===== config.mk =====
export PLATFORM = sky130hd
export DESIGN_NAME = ioo_order
export DESIGN_NICKNAME = d
export VERILOG_FILES = /design/src/design/ioo_pkg.sv /design/src/design/ioo_store_buf.sv /design/src/design/ioo_order.sv
export SDC_FILE = /design/constraint.sdc
export NUM_CORES = 1
export LEC_CHECK = 0
export ABC_CLOCK_PERIOD_IN_PS = 2800
export BUFFER_PORTS_ARGS = -buffer_cell sky130_fd_sc_hd__buf_2
export CAP_MARGIN = 20
export CELL_PAD_IN_SITES_DETAIL_PLACEMENT = 2
export CELL_PAD_IN_SITES_GLOBAL_PLACEMENT = 2
export CORE_UTILIZATION = 38
export DETAILED_ROUTE_END_ITERATION = 12
export PLACE_DENSITY = 0.84
export SKIP_CTS_REPAIR_TIMING = 1
export SLEW_MARGIN = 40
export SYNTH_ARGS = -nofsm -noshare
export SYNTH_HDL_FRONTEND = slang
export SYNTH_SLANG_ARGS = --single-unit

===== constraint.sdc =====
create_clock -name clk -period 2.8 [get_ports clk]
set_input_delay 0.7 -clock clk [delete_from_list [all_inputs] [get_ports clk]]
set_output_delay 0.7 -clock clk [all_outputs]
set_load 0.05 [all_outputs]

===== src/design/ioo_pkg.sv =====
// Package with types and constants for the peripheral access ordering block
package ioo_pkg;

	localparam int IOO_ADDR_W = 32;
	localparam int IOO_DATA_W = 32;
	localparam int IOO_WB_DEPTH = 4;
	localparam int IOO_WB_IDX_W = 2;
	localparam int IOO_CNT_W = 3;
	localparam logic [IOO_CNT_W-1:0] IOO_CNT_RESET = 3'h0;
	localparam logic [IOO_CNT_W-1:0] IOO_CNT_FULL = 3'h4;

	// Kind of access presented by the pipeline
	typedef enum logic [2:0] {
		IOO_OP_MEM_RD,
		IOO_OP_MEM_WR,
		IOO_OP_PORT_RD,
		IOO_OP_PORT_WR,
		IOO_OP_SERIAL
	} ioo_op_t;

	// One access from the pipeline
	typedef struct packed {
		ioo_op_t op;
		logic cacheable;
		logic [IOO_ADDR_W-1:0] addr;
		logic [IOO_DATA_W-1:0] data;
	} ioo_req_t;

	// One transaction on the external bus
	typedef struct packed {
		logic is_write;
		logic is_port;
		logic [IOO_ADDR_W-1:0] addr;
		logic [IOO_DATA_W-1:0] data;
	} ioo_bus_t;

	localparam ioo_bus_t IOO_BUS_RESET = '0;

endpackage : ioo_pkg


===== src/design/ioo_store_buf.sv =====
// Write buffer for memory stores awaiting the external bus
`timescale 1ns/100ps
`default_nettype none
module ioo_store_buf
	import ioo_pkg::*;
(
	input wire logic clk,
	input wire logic resetn,
	input wire logic push,
	input wire ioo_bus_t push_data,
	input wire logic pop,
	output logic full,
	output logic empty,
	output ioo_bus_t head
);

	ioo_bus_t mem_reg [IOO_WB_DEPTH];
	ioo_bus_t mem_next [IOO_WB_DEPTH];
	logic [IOO_WB_IDX_W-1:0] wr_reg, wr_next, rd_reg, rd_next;
	logic [IOO_CNT_W-1:0] cnt_reg, cnt_next;

	assign full = (cnt_reg == IOO_CNT_FULL);
	assign empty = (cnt_reg == IOO_CNT_RESET);
	assign head = mem_reg[rd_reg];

	// Pointer and count update
	always_comb begin
		wr_next = wr_reg;
		rd_next = rd_reg;
		cnt_next = cnt_reg;
		if (push && !full) begin
			wr_next = wr_reg + 2'h1;
		end
		if (pop && !empty) begin
			rd_next = rd_reg + 2'h1;
		end
		if ((push && !full) && !(pop && !empty)) begin
			cnt_next = cnt_reg + 3'h1;
		end else if (!(push && !full) && (pop && !empty)) begin
			cnt_next = cnt_reg - 3'h1;
		end
	end

	// Storage entries, one per slot
	genvar gi;
	generate
		for (gi = 0; gi < IOO_WB_DEPTH; gi++) begin : g_ent
			always_comb begin
				mem_next[gi] = mem_reg[gi];
				if (push && !full && (wr_reg == IOO_WB_IDX_W'(gi))) begin
					mem_next[gi] = push_data;
				end
			end
			always_ff @(posedge clk or negedge resetn) begin
				if (!resetn) begin
					mem_reg[gi] <= IOO_BUS_RESET;
				end else begin
					mem_reg[gi] <= mem_next[gi];
				end
			end
		end
	endgenerate

	// Register pointers
	always_ff @(posedge clk or negedge resetn) begin
		if (!resetn) begin
			wr_reg <= 2'h0;
			rd_reg <= 2'h0;
			cnt_reg <= IOO_CNT_RESET;
		end else begin
			wr_reg <= wr_next;
			rd_reg <= rd_next;
			cnt_reg <= cnt_next;
		end
	end

endmodule : ioo_store_buf
`default_nettype wire


===== src/design/ioo_order.sv =====
// Ordering and serialisation of memory and port accesses toward the external bus
//
// What this block does
// - A cacheable read that hits the cache may complete while earlier writes still wait in the write buffer.
// - Uncacheable reads and writes reach the external bus strictly in program order.
// - A serialising instruction waits for all earlier accesses to finish before any later one is taken.
// - Port writes bypass the write buffer and go straight to the bus, keeping port accesses ordered.
// - A port read (single or string) is held until every pending store has completed on the bus.
// - After a port write (single or string) the next instruction stalls until all stores, its own too, complete.
`timescale 1ns/100ps
`default_nettype none
module ioo_order
	import ioo_pkg::*;
(
	input wire logic clk,
	input wire logic resetn,
	input wire logic req_valid,
	output logic req_ready,
	input wire ioo_req_t req,
	input wire logic cache_hit,
	input wire logic [IOO_DATA_W-1:0] cache_data,
	output logic rsp_valid,
	output logic [IOO_DATA_W-1:0] rsp_data,
	output logic bus_valid,
	input wire logic bus_ready,
	output ioo_bus_t bus_out,
	input wire logic bus_ack,
	input wire logic [IOO_DATA_W-1:0] bus_rdata,
	output logic serial_busy
);

	// Controller states
	typedef enum logic [2:0] {
		IOO_ST_IDLE,
		IOO_ST_DRAIN,
		IOO_ST_ISSUE,
		IOO_ST_WAIT_ACK,
		IOO_ST_POST_DRAIN
	} ioo_state_t;

	ioo_state_t state_reg, state_next;
	ioo_req_t hold_reg, hold_next;
	logic rsp_valid_reg, rsp_valid_next;
	logic [IOO_DATA_W-1:0] rsp_data_reg, rsp_data_next;
	logic busy_bus_reg, busy_bus_next;
	logic buf_is_head_reg, buf_is_head_next;
	logic [IOO_CNT_W-1:0] out_cnt_reg, out_cnt_next;

	logic wb_push, wb_pop, wb_full, wb_empty;
	ioo_bus_t wb_head, wb_push_data, direct_bus;
	logic direct_want, fast_hit, fast_wr, all_done;

	////////////////////////////////////////////////////////////////////////////
	// Write buffer for cacheable memory stores
	ioo_store_buf u_store_buf (
		.clk(clk),
		.resetn(resetn),
		.push(wb_push),
		.push_data(wb_push_data),
		.pop(wb_pop),
		.full(wb_full),
		.empty(wb_empty),
		.head(wb_head)
	);

	assign wb_push_data = '{is_write: 1'b1, is_port: 1'b0, addr: req.addr, data: req.data};

	// Fast paths taken straight from idle
	assign fast_hit = req_valid && (req.op == IOO_OP_MEM_RD) && req.cacheable && cache_hit;
	assign fast_wr = req_valid && (req.op == IOO_OP_MEM_WR) && req.cacheable && !wb_full;
	assign wb_push = (state_reg == IOO_ST_IDLE) && fast_wr;

	// All stores issued so far are acknowledged and none are buffered
	assign all_done = wb_empty && (out_cnt_reg == IOO_CNT_RESET) && !busy_bus_reg;

	// The held access that goes direct to the bus
	assign direct_want = (state_reg == IOO_ST_ISSUE) && (hold_reg.op != IOO_OP_SERIAL);
	assign direct_bus.is_write = (hold_reg.op == IOO_OP_MEM_WR) || (hold_reg.op == IOO_OP_PORT_WR);
	assign direct_bus.is_port = (hold_reg.op == IOO_OP_PORT_RD) || (hold_reg.op == IOO_OP_PORT_WR);
	assign direct_bus.addr = hold_reg.addr;
	assign direct_bus.data = hold_reg.data;

	////////////////////////////////////////////////////////////////////////////
	// Bus arbitration: one transaction in flight at a time keeps bus order
	always_comb begin
		bus_valid = 1'b0;
		bus_out = wb_head;
		wb_pop = 1'b0;
		busy_bus_next = busy_bus_reg;
		buf_is_head_next = buf_is_head_reg;
		out_cnt_next = out_cnt_reg;
		if (busy_bus_reg) begin
			if (bus_ack) begin
				busy_bus_next = 1'b0;
				if (buf_is_head_reg) begin
					out_cnt_next = out_cnt_reg - 3'h1;
				end
			end
		end else if (!wb_empty) begin
			// Buffered stores leave first, so direct accesses never pass them
			bus_valid = 1'b1;
			if (bus_ready) begin
				wb_pop = 1'b1;
				busy_bus_next = 1'b1;
				buf_is_head_next = 1'b1;
				out_cnt_next = out_cnt_reg + 3'h1;
			end
		end else if (direct_want && all_done) begin
			bus_valid = 1'b1;
			bus_out = direct_bus;
			if (bus_ready) begin
				busy_bus_next = 1'b1;
				buf_is_head_next = 1'b0;
			end
		end
	end

	////////////////////////////////////////////////////////////////////////////
	// Pipeline sequencing
	always_comb begin
		state_next = state_reg;
		hold_next = hold_reg;
		rsp_valid_next = 1'b0;
		rsp_data_next = rsp_data_reg;
		req_ready = 1'b0;
		unique case (state_reg)
			IOO_ST_IDLE: begin
				if (fast_hit) begin
					req_ready = 1'b1;
					rsp_valid_next = 1'b1;
					rsp_data_next = cache_data;
				end else if (fast_wr) begin
					req_ready = 1'b1;
					rsp_valid_next = 1'b1;
				end else if (req_valid && !(req.op == IOO_OP_MEM_WR && req.cacheable)) begin
					req_ready = 1'b1;
					hold_next = req;
					if (req.op == IOO_OP_SERIAL || req.op == IOO_OP_PORT_RD) begin
						state_next = IOO_ST_DRAIN;
					end else begin
						state_next = IOO_ST_ISSUE;
					end
				end
			end
			IOO_ST_DRAIN: begin
				if (all_done) begin
					state_next = IOO_ST_ISSUE;
				end
			end
			IOO_ST_ISSUE: begin
				if (hold_reg.op == IOO_OP_SERIAL) begin
					rsp_valid_next = 1'b1;
					state_next = IOO_ST_IDLE;
				end else if (bus_valid && bus_ready && !buf_is_head_next) begin
					state_next = IOO_ST_WAIT_ACK;
				end
			end
			IOO_ST_WAIT_ACK: begin
				if (bus_ack) begin
					rsp_data_next = bus_rdata;
					if (hold_reg.op == IOO_OP_PORT_WR) begin
						state_next = IOO_ST_POST_DRAIN;
					end else begin
						rsp_valid_next = 1'b1;
						state_next = IOO_ST_IDLE;
					end
				end
			end
			IOO_ST_POST_DRAIN: begin
				if (all_done) begin
					rsp_valid_next = 1'b1;
					state_next = IOO_ST_IDLE;
				end
			end
			default: begin
				state_next = IOO_ST_IDLE;
			end
		endcase
	end

	assign rsp_valid = rsp_valid_reg;
	assign rsp_data = rsp_data_reg;
	assign serial_busy = (state_reg != IOO_ST_IDLE);

	// Register sequencing and bus state
	always_ff @(posedge clk or negedge resetn) begin
		if (!resetn) begin
			state_reg <= IOO_ST_IDLE;
			hold_reg <= '0;
			rsp_valid_reg <= 1'b0;
			rsp_data_reg <= '0;
			busy_bus_reg <= 1'b0;
			buf_is_head_reg <= 1'b0;
			out_cnt_reg <= IOO_CNT_RESET;
		end else begin
			state_reg <= state_next;
			hold_reg <= hold_next;
			rsp_valid_reg <= rsp_valid_next;
			rsp_data_reg <= rsp_data_next;
			busy_bus_reg <= busy_bus_next;
			buf_is_head_reg <= buf_is_head_next;
			out_cnt_reg <= out_cnt_next;
		end
	end

endmodule : ioo_order
`default_nettype wire


==> results of run 1 <==
per-stage QoR:
step | setup slack, ns | hold slack [ns]
2_1_floorplan | -0.0410 | 0.404
3_3_place_gp | 0.0208 | 0.445
3_5_place_dp | -0.0903 | 0.463
4_1_cts | -0.716 | 0.0658
5_1_grt | -0.647 | 0.0685
6_report | -0.587 | 0.0543
kinds of logic (layout without fill, tap and decap cells):
group / Yosys count / in the layout
other: 0 / 2
AOI/OAI and AO/OA: 52 / 52
adders and majority gates: 7 / 7
buffers and inverters: 79 / 396
and+or+nand+nor: 82 / 82
DFF: 375 / 375
muxes: 487 / 487
xor gates and xnor gates: 10 / 10
synthesized netlist by cell type, types with 6 or more instances:
library cell,number
dfrtp_1,375
clkbuf_1,20
buf_2,14
buf_6,25
nand2_1,46
mux2_4,196
mux2_2,192
nor2_1,7
buf_1,6
mux4_2,65
xnor2_1,7
inv_1,10
o21ai_0,37
mux2i_1,34
final timing paths:
| path | end | slack, ns |
|---|---|---|
| worst max-delay path | bus_out[55] | -0.59 |
| worst min-delay path | u_store_buf.mem_reg[119] | 0.05 |
| worst max register to register | u_store_buf.cnt_reg[2] | 0.17 |
| worst min register to register | u_store_buf.mem_reg[131] | 0.46 |
| max in group asynchronous | u_store_buf.mem_reg[69] | 1.70 |
| min in group clk | hold_reg[66] | 0.42 |
power by group:
part           total [mW]  switching, mW  internal [mW]
logic               0.424          0.270          0.154
registers            5.51         0.0377           5.48
clock network        5.92           2.37           3.54
worst max-delay path: stages, from the launching register on:
cell and delay [ns]:
dfrtp_1 0.39, and2b_1 0.24, or3b_4 0.42, nor2_4 0.20
buf_6 0.17, buf_12 0.15, mux2_2 0.37, buf_6 0.16
routing by layer:
layer | wire (um) | share of wire
met2 | 28100 | 0.53
met3 | 1930 | 0.037
met5 | 16 | 0.00030
met4 | 1110 | 0.021
met1 | 21500 | 0.41
cell type report:
class	instances	area (um2)	area share
timing repair buffer	308	2430	0.110
sequential	375	9390	0.425
antenna	2	5.00	0.000227
inverter	10	37.5	0.00170
clock buffer	61	1280	0.0578
tap	600	751	0.0340
clock inverter	17	189	0.00855
multi-input combinational	638	8010	0.362
==> flow_summary.json, run 1 <==
{
  "dp.cells": 1920,
  "grt_first_pass_wirelength_um": 76200,
  "tightest_slew_ns": 0.548,
  "stdcell_count": 2011,
  "yosys_warnings": 0,
  "grt_use_met3": 0.0361,
  "synth_compound_area_frac": 0.0165,
  "ys_types": 44,
  "placed_cell_area_um2": 20000,
  "grtUsageMet1": 0.259,
  "synth-edff-count": 0,
  "yosys.area_share.xor_xnor": 0.00495,
  "mostFrequentLayoutCells": "dfrtp_1 (373), mux2_4 (224), buf_2 (199), mux2_2 (164), mux4_2 (65)",
  "yosys.area.top_type": "dfrtp_1",
  "grtUsageMet2": 0.383,
  "synthFlopType": "dfrtp_1",
  "mostFrequentLayoutCell": "dfrtp_1",
  "status": "finished, violations left",
  "fin_nets": 1522,
  "setup_viol": 67,
  "drv_slew": 0,
  "htree_levels": 2,
  "overflow": 0,
  "muxShareOfSynthArea": 0.390,
  "first_pass_iters": 4,
  "io_pins": 240,
  "min_path_type": "in2async",
  "die_width_um": 218,
  "cts-buffers-inserted": 44,
  "setup_tns_ns": -35.14,
  "timing.fmax_mhz": 295,
  "yosys.area_share.simple": 0.0228,
  "cp.arrival_ns": 2.69,
  "antenna_found_initial": 3,
  "setup_ws_ns": -0.587,
  "power.density_nw_per_um2": 537,
  "numPortBuffers": 239,
  "yosysSeqAreaShare": 0.530,
  "cp-start-kind": "register",
  "final_area_um2": 22100,
  "grt_pass1_vias": 12258,
  "ant_nets": 0,
  "cts_buffer_depth": 3,
  "end_kind": "primary output",
  "fp.dieH_um": 218,
  "synthAdderAreaFrac": 0.00580,
  "grt_usage": 0.211,
  "rr_startpoint": "state_reg[2]",
  "std_cell_rows": 78,
  "synth_top_family_by_area": "multiplexers",
  "syn-num-nets": 1237,
  "syn_to_final_growth_pct": 24.8,
  "drc": 0,
  "routed_via_density": 5.27,
  "crit_start": "state_reg[2]",
  "hpwl_um": 31400,
  "finalClockSkew_ns": 0.0220,
  "fill_cells": 4182,
  "violations": "setup timing",
  "syn_area_per_cell_um2": 16.2,
  "largest_register_ffs": 260,
  "synth.area.top_cells": "dfrtp_1 (53%), mux2_4 (17%), mux2_2 (12%), mux4_2 (8.3%), mux2i_1 (1.9%)",
  "path_class": "reg2out",
  "min_period_ns": 3.39,
  "clkLatencyLatePin_ns": 0.57,
  "synthCells": 1092,
  "total_power_mw": 11.9,
  "fin_util": 0.484,
  "critPathRequiredTime_ns": 2.10,
  "slew_headroom": 0.635,
  "final_layout_size_suffix_gt1_frac": 0.608,
  "rsz0062_at_grt": "true",
  "ys_seq_elements": 375,
  "grt_max_degree": 65,
  "vias": 10597,
  "finalCritPeriodShare": 1.21,
  "clock-root-buffer": "clkbuf_16",
  "max-cap-violations": 0,
  "cts.sinks": 375,
  "clk_pin_slew_ns": 0.07,
  "gp_congestion": 0.739,
  "async_flop_share": 1.00,
  "wirelength_um": 52700,
  "hold_violations": 0,
  "leakage_nw": 11.3,
  "die_area_um2": 47500,
  "r2r.worst_path.cells": 10,
  "syn_area_um2": 17700,
  "synthDominantCellAreaShare": 0.530,
  "core_um2": 45700,
  "start_util": 0.388,
  "crit_fanout": 9,
  "grt-busiest-layer": "met2",
  "wl_per_cell_um": 26.2,
  "cts_tree": "done",
  "drtIter0Drc": 554,
  "ir_worst_vdd_mv": 0.533
}
Note: power is estimated with default switching activity, not from simulation.
==> run 2, diff against run 1 <==
--- a/config.mk
+++ b/config.mk
@@ -10,6 +10,7 @@
 export CAP_MARGIN = 20
 export CELL_PAD_IN_SITES_DETAIL_PLACEMENT = 2
 export CELL_PAD_IN_SITES_GLOBAL_PLACEMENT = 2
+export CORE_MARGIN = 1.5
 export CORE_UTILIZATION = 38
 export DETAILED_ROUTE_END_ITERATION = 12
 export PLACE_DENSITY = 0.84
==> run 2 against run 1 <==
Against the previous run: the flow still finishes with violations (setup timing); combinational power grew 2%; highest routed layer unchanged; sequential cell count unchanged; routed wire length rose by 4.4%; first-iteration DRC count grew 5.6%; via count is 2.4% higher; sequential share of layout area decreased by 0.83 points; worst setup slack gained 0.065 ns.
==> flow_summary.json, run 2 (same netlist as run 1, synthesis figures left out) <==
{
  "status": "finished, violations left",
  "violations": "setup timing",
  "crit_path_max_incr_delay_ns": 0.41,
  "mostFrequentLayoutCells": "dfrtp_1 (373), mux2_4 (250), buf_2 (170), mux2_2 (138), mux4_2 (65)",
  "syn_to_final_growth_pct": 27.2,
  "gp_congestion": 0.733,
  "cp_cell_sequence": "and2b_1, or3b_4, nor2_4, buf_12, clkbuf_16, mux2_4, buf_8",
  "grt-busiest-layer": "met2",
  "r2r_setup_slack_ns": 0.15,
  "die_width_um": 219,
  "slew_headroom": 0.469,
  "fin_nets": 1523,
  "std_cell_rows": 78,
  "grtUsageMet2": 0.363,
  "leakage_nw": 11.4,
  "timing.fmax_mhz": 301,
  "drc": 0,
  "routed_via_density": 5.39,
  "path_class": "reg2out",
  "end_kind": "primary output",
  "mostFrequentLayoutCell": "dfrtp_1",
  "grtUsageMet1": 0.260,
  "io_pins": 240,
  "rsz0062_at_grt": "true",
  "critPathRequiredTime_ns": 2.10,
  "core_um2": 45700,
  "start_util": 0.388,
  "r2r-end": "u_store_buf.cnt_reg[2]",
  "ant_nets": 0,
  "grt_pass1_vias": 12503,
  "vias": 10854,
  "hold_violations": 0,
  "setup_ws_ns": -0.522,
  "wirelength_um": 55000,
  "die_area_um2": 47900,
  "rr_startpoint": "state_reg[0]",
  "fin_util": 0.493,
  "grt_max_degree": 84,
  "power.density_nw_per_um2": 519,
  "stdcell_count": 2014,
  "antenna_found_initial": 4,
  "r2r.worst_path.cells": 10,
  "clkLatencyLatePin_ns": 0.59,
  "cp-start-kind": "register",
  "htree_levels": 2,
  "drtIter0Drc": 585,
  "crit_start": "state_reg[2]",
  "grt_usage": 0.206,
  "crit_end": "bus_out[60]",
  "drv_slew": 0,
  "cp.arrival_ns": 2.62,
  "setup_viol": 68,
  "hpwl_um": 31300,
  "crit_fanout": 8,
  "overflow": 0,
  "largest_register_ffs": 260,
  "clock-root-buffer": "clkbuf_16",
  "max-cap-violations": 0,
  "final_layout_size_suffix_gt1_frac": 0.603,
  "cts_tree": "done",
  "grt_use_met3": 0.0294,
  "cts.sinks": 375,
  "min_path_type": "in2async",
  "wl_per_cell_um": 27.3,
  "ir_worst_vdd_mv": 0.563,
  "clk_pin_slew_ns": 0.06,
  "crit_slowest_cell": "or3b_4",
  "finalClockSkew_ns": 0.0269,
  "finalCritPeriodShare": 1.19,
  "cts-buffers-inserted": 43,
  "min_period_ns": 3.32,
  "cts_buffer_depth": 3,
  "grt_first_pass_wirelength_um": 75200,
  "first_pass_iters": 4,
  "numPortBuffers": 239,
  "fp.dieH_um": 219,
  "dp.cells": 1919,
  "tightest_slew_ns": 0.797
}
-- run 2: changes by cell type in the layout (fill, tap and decap cells not counted), moves of 2 or more --
cell / before / now
buf_12: 24 / 27
buf_2: 199 / 170
buf_4: 37 / 34
buf_6: 19 / 26
buf_8: 26 / 46
bufinv_16: 4 / 2
clkbuf_1: 7 / 13
clkbuf_8: 9 / 11
clkinv_2: 12 / 5
mux2_2: 164 / 138
mux2_4: 224 / 250
-- run 2: worst min-delay path by stage --
stage	to	slack, ns	depth (start not counted)
2_1_floorplan	buf_is_head_reg	0.40	0
3_3_place_gp	u_store_buf.mem_reg[65]	0.44	1
3_5_place_dp	u_store_buf.mem_reg[197]	0.45	1
4_1_cts	u_store_buf.mem_reg[249]	0.16	1
5_1_grt	u_store_buf.mem_reg[49]	0.15	1
6_report	u_store_buf.mem_reg[117]	0.13	1
-- run 2: final cells by class --
class | instances | area (um2)
repair buffers | 310 | 2810
well taps | 600 | 751
inverters | 10 | 37.5
multi-input cells | 638 | 8100
fillers | 4111 | 23100
clock inverters | 12 | 156
clock buffers | 67 | 1280
diodes | 2 | 5.00
flip-flops and latches | 375 | 9390
-- run 2: power breakdown --
group	internal [mW]	switching, mW	total (mW)
clock network	3.34	2.40	5.74
logic	0.159	0.271	0.431
registers	5.48	0.0376	5.51
total	8.98	2.71	11.7
-- run 2: critical path: cells and delay by family (launching register included) --
kind / cells / cell delay [ns]
and+or+nand+nor: 3 / 0.80
buffers and inverters: 3 / 0.53
DFF: 1 / 0.38
muxes: 1 / 0.33
-- run 2: stage by stage --
step / area (um2) / worst slack (ns) / total power, mW / setup TNS, ns / hold slack, ns
final: 22500 / -0.522 / 11.7 / -32.06 / 0.127
after global routing: 22500 / -0.597 / 12.1 / -37.24 / 0.149
after CTS: 21400 / -0.746 / 11.8 / -46.82 / 0.156
after detailed placement: 20000 / -0.0940 / 6.03 / -3.91 / 0.451
after global placement: 20000 / 0.0464 / 6.00 / 0 / 0.444
after floorplan: 17700 / -0.0410 / 5.68 / -0.921 / 0.404
-- run 2: layer usage --
layer | vias to the layer above | part of all wire
li1 | 4556 | -
met2 | 272 | 0.53
met4 | 2 | 0.026
met3 | 92 | 0.039
met1 | 5932 | 0.40
met5 | - | 0.00020
==> run 3, diff against run 2 <==
--- a/config.mk
+++ b/config.mk
@@ -5,17 +5,17 @@
 export SDC_FILE = /design/constraint.sdc
 export NUM_CORES = 1
 export LEC_CHECK = 0
-export ABC_CLOCK_PERIOD_IN_PS = 2800
 export BUFFER_PORTS_ARGS = -buffer_cell sky130_fd_sc_hd__buf_2
-export CAP_MARGIN = 20
+export CAP_MARGIN = 30
 export CELL_PAD_IN_SITES_DETAIL_PLACEMENT = 2
 export CELL_PAD_IN_SITES_GLOBAL_PLACEMENT = 2
 export CORE_MARGIN = 1.5
-export CORE_UTILIZATION = 38
+export CORE_UTILIZATION = 37
 export DETAILED_ROUTE_END_ITERATION = 12
 export PLACE_DENSITY = 0.84
 export SKIP_CTS_REPAIR_TIMING = 1
 export SLEW_MARGIN = 40
 export SYNTH_ARGS = -nofsm -noshare
 export SYNTH_HDL_FRONTEND = slang
+export SYNTH_HIERARCHICAL = 1
 export SYNTH_SLANG_ARGS = --single-unit
==> run 3 against run 2 <==
Against the previous run: clock power decreased by 5.6%; cell area decreased by 3.9%; largest power group is now sequential cells; fmax decreased by 6.7%; clock skew decreased by 0.0084 ns; largest cell class unchanged; the run still ends with setup timing left; via count decreased by 3.5%; total power increased by 82%; combinational power increased to 18 times the previous value; hold slack got worse by 0.042 ns; count of clock-buffer cells in the layout increased by 4; sequential power increased by 45%; worst setup slack got worse by 0.24 ns; critical endpoint is now bus_out[9]; die area decreased by 0.11%; critical path type unchanged.
==> flow_summary.json, run 3 <==
{
  "synthDominantCellAreaShare": 0.551,
  "fin_nets": 1542,
  "io_pins": 240,
  "cp-start-kind": "register",
  "overflow": 0,
  "max-cap-violations": 0,
  "first_pass_iters": 6,
  "regArea_um2": 9490,
  "ys_types": 44,
  "finalClockSkew_ns": 0.0185,
  "largest_register_ffs": 264,
  "wirelength_um": 48200,
  "status": "finished, violations left",
  "core_um2": 45700,
  "mostFrequentLayoutCells": "dfrtp_1 (377), mux2_2 (348), buf_2 (192), mux4_2 (66), mux2_4 (53)",
  "grtUsageMet2": 0.356,
  "grtUsageMet1": 0.246,
  "grt_pass1_vias": 12259,
  "start_util": 0.377,
  "grt-busiest-layer": "met2",
  "cts-buffers-inserted": 44,
  "total_power_mw": 21.3,
  "wl_per_cell_um": 23.7,
  "ys_seq_elements": 379,
  "stdcell_count": 2030,
  "cts_buffer_depth": 3,
  "yosysSeqAreaShare": 0.551,
  "min_path_type": "in2async",
  "tightest_slew_ns": 0.587,
  "setup_ws_ns": -0.760,
  "syn_area_um2": 17200,
  "dp.cells": 1947,
  "grt_max_degree": 74,
  "drv_slew": 0,
  "drc": 0,
  "cts.sinks": 379,
  "final_layout_size_suffix_gt1_frac": 0.603,
  "synthCells": 1105,
  "clock-root-buffer": "clkbuf_16",
  "synthFlopType": "dfrtp_1",
  "vias": 10477,
  "synth-edff-count": 0,
  "violations": "setup timing",
  "grt_first_pass_wirelength_um": 73200,
  "hpwl_um": 32400,
  "rsz0062_at_grt": "true",
  "grt_usage": 0.201,
  "end_kind": "primary output",
  "timing.fmax_mhz": 281,
  "ant_nets": 0,
  "htree_levels": 2,
  "routed_via_density": 5.16,
  "std_cell_rows": 78,
  "cp.arrival_ns": 2.86,
  "clkLatencyLatePin_ns": 0.57,
  "antenna_found_initial": 3,
  "cts_tree": "done",
  "yosys.area.top_type": "dfrtp_1",
  "finalCritPeriodShare": 1.27,
  "grt_use_met3": 0.0394,
  "syn_area_per_cell_um2": 15.6,
  "setup_viol": 67,
  "syn_to_final_growth_pct": 25.8,
  "fp.dieH_um": 219,
  "ir_worst_vdd_mv": 0.468,
  "yosys_warnings": 6,
  "clk_pin_slew_ns": 0.05,
  "numPortBuffers": 239,
  "min_period_ns": 3.56,
  "leakage_nw": 10.3,
  "power.density_nw_per_um2": 983,
  "gp_congestion": 0.737,
  "crit_fanout": 8,
  "synth.area.top_cells": "dfrtp_1 (55%), mux2_2 (26%), mux4_2 (8.6%), mux2i_1 (1.9%), buf_6 (1.4%)",
  "path_class": "reg2out",
  "fill_cells": 4274,
  "slew_headroom": 0.608,
  "mostFrequentLayoutCell": "dfrtp_1",
  "die_width_um": 219,
  "async_flop_share": 1.00,
  "drtIter0Drc": 332,
  "multi_input_area_um2": 7560,
  "synth_top_cells_by_count": "mux2_2 (394), dfrtp_1 (379), mux4_2 (66)",
  "hold_violations": 0,
  "die_area_um2": 47800,
  "synth_most_common_cell": "mux2_2",
  "critPathRequiredTime_ns": 2.10,
  "fin_util": 0.474
}
[run 3: changes by cell type in the layout (fill, tap and decap cells not counted), moves of 4 or more]
cell,before,now
mux2_2,138,348
mux2_4,250,53
buf_8,46,1
buf_2,170,192
buf_6,26,45
conb_1,0,8
buf_4,34,41
nand2_1,45,38
clkbuf_1,13,18
buf_12,27,31
dfrtp_1,373,377
o21ai_0,37,33
[run 3: final timing paths]
path / cells after the start / startpoint / end / slack, ns
min in group clk: 2 / bus_ready / busy_bus_reg / 0.39
max reg2reg: 11 / state_reg[1] / u_store_buf/cnt_reg[2] / 0.20
min: 1 / resetn / direct_bus[45] / 0.08
max in group asynchronous: 2 / resetn / u_store_buf/mem_reg[79] / 1.83
max: 7 / u_store_buf/cnt_reg[2] / bus_out[9] / -0.76
min reg2reg: 2 / rsp_data[27] / rsp_data[27] / 0.48
[run 3: stage by stage]
stage               worst slack, ns  hold WS, ns  setup TNS [ns]  area [um2]
finish                       -0.760       0.0850          -47.35       21700
global route                 -0.881       0.0963          -55.52       21700
CTS                          -0.820       0.0897          -52.62       21300
detailed placement           -0.179        0.471           -9.03       19900
global placement            -0.0831        0.459           -3.66       19900
floorplan                    -0.183        0.404           -5.95       17500
[run 3: layout make-up]
cell class              instances  area share
clock buffers                  71      0.0602
well taps                     600      0.0347
clock inverters                 5     0.00202
flip-flops and latches        379       0.438
diodes                          3    0.000347
multi-input cells             649       0.349
repair buffers                312       0.114
inverters                      11     0.00191
[run 3: cells by family (layout without fill, tap and decap cells)]
kind of cell | Yosys count | count (layout) | synth area share
fa+ha+maj | 7 | 7 | 0.00596
compound gates | 48 | 48 | 0.0161
xor+xnor | 11 | 11 | 0.00559
mux | 500 | 500 | 0.368
other cells | 2 | 11 | 0.000436
buf+inv | 83 | 399 | 0.0302
simple gates | 75 | 75 | 0.0233
flops | 379 | 379 | 0.551
[run 3: per-layer routing]
layer	up-vias	wire [um]	share of wire
met2	251	25400	0.53
met4	0	1170	0.024
met1	5532	19400	0.40
li1	4616	-	-
met3	78	2210	0.046
met5	-	0	0
[run 3: worst max-delay path, cell delays in order, from the launching register on]
cell     delay [ns]
dfrtp_1        0.40
nor3_2         0.22
or4b_4         0.51
nor4_4         0.23
buf_12         0.22
buf_12         0.15
mux2_2         0.34
buf_2          0.21
[run 3: report_power, final]
part	internal, mW	leakage (nW)	total (mW)	switching (mW)
clock network	3.18	0.659	5.42	2.24
logic	3.49	4.62	7.90	4.41
registers	7.00	5.03	7.97	0.970
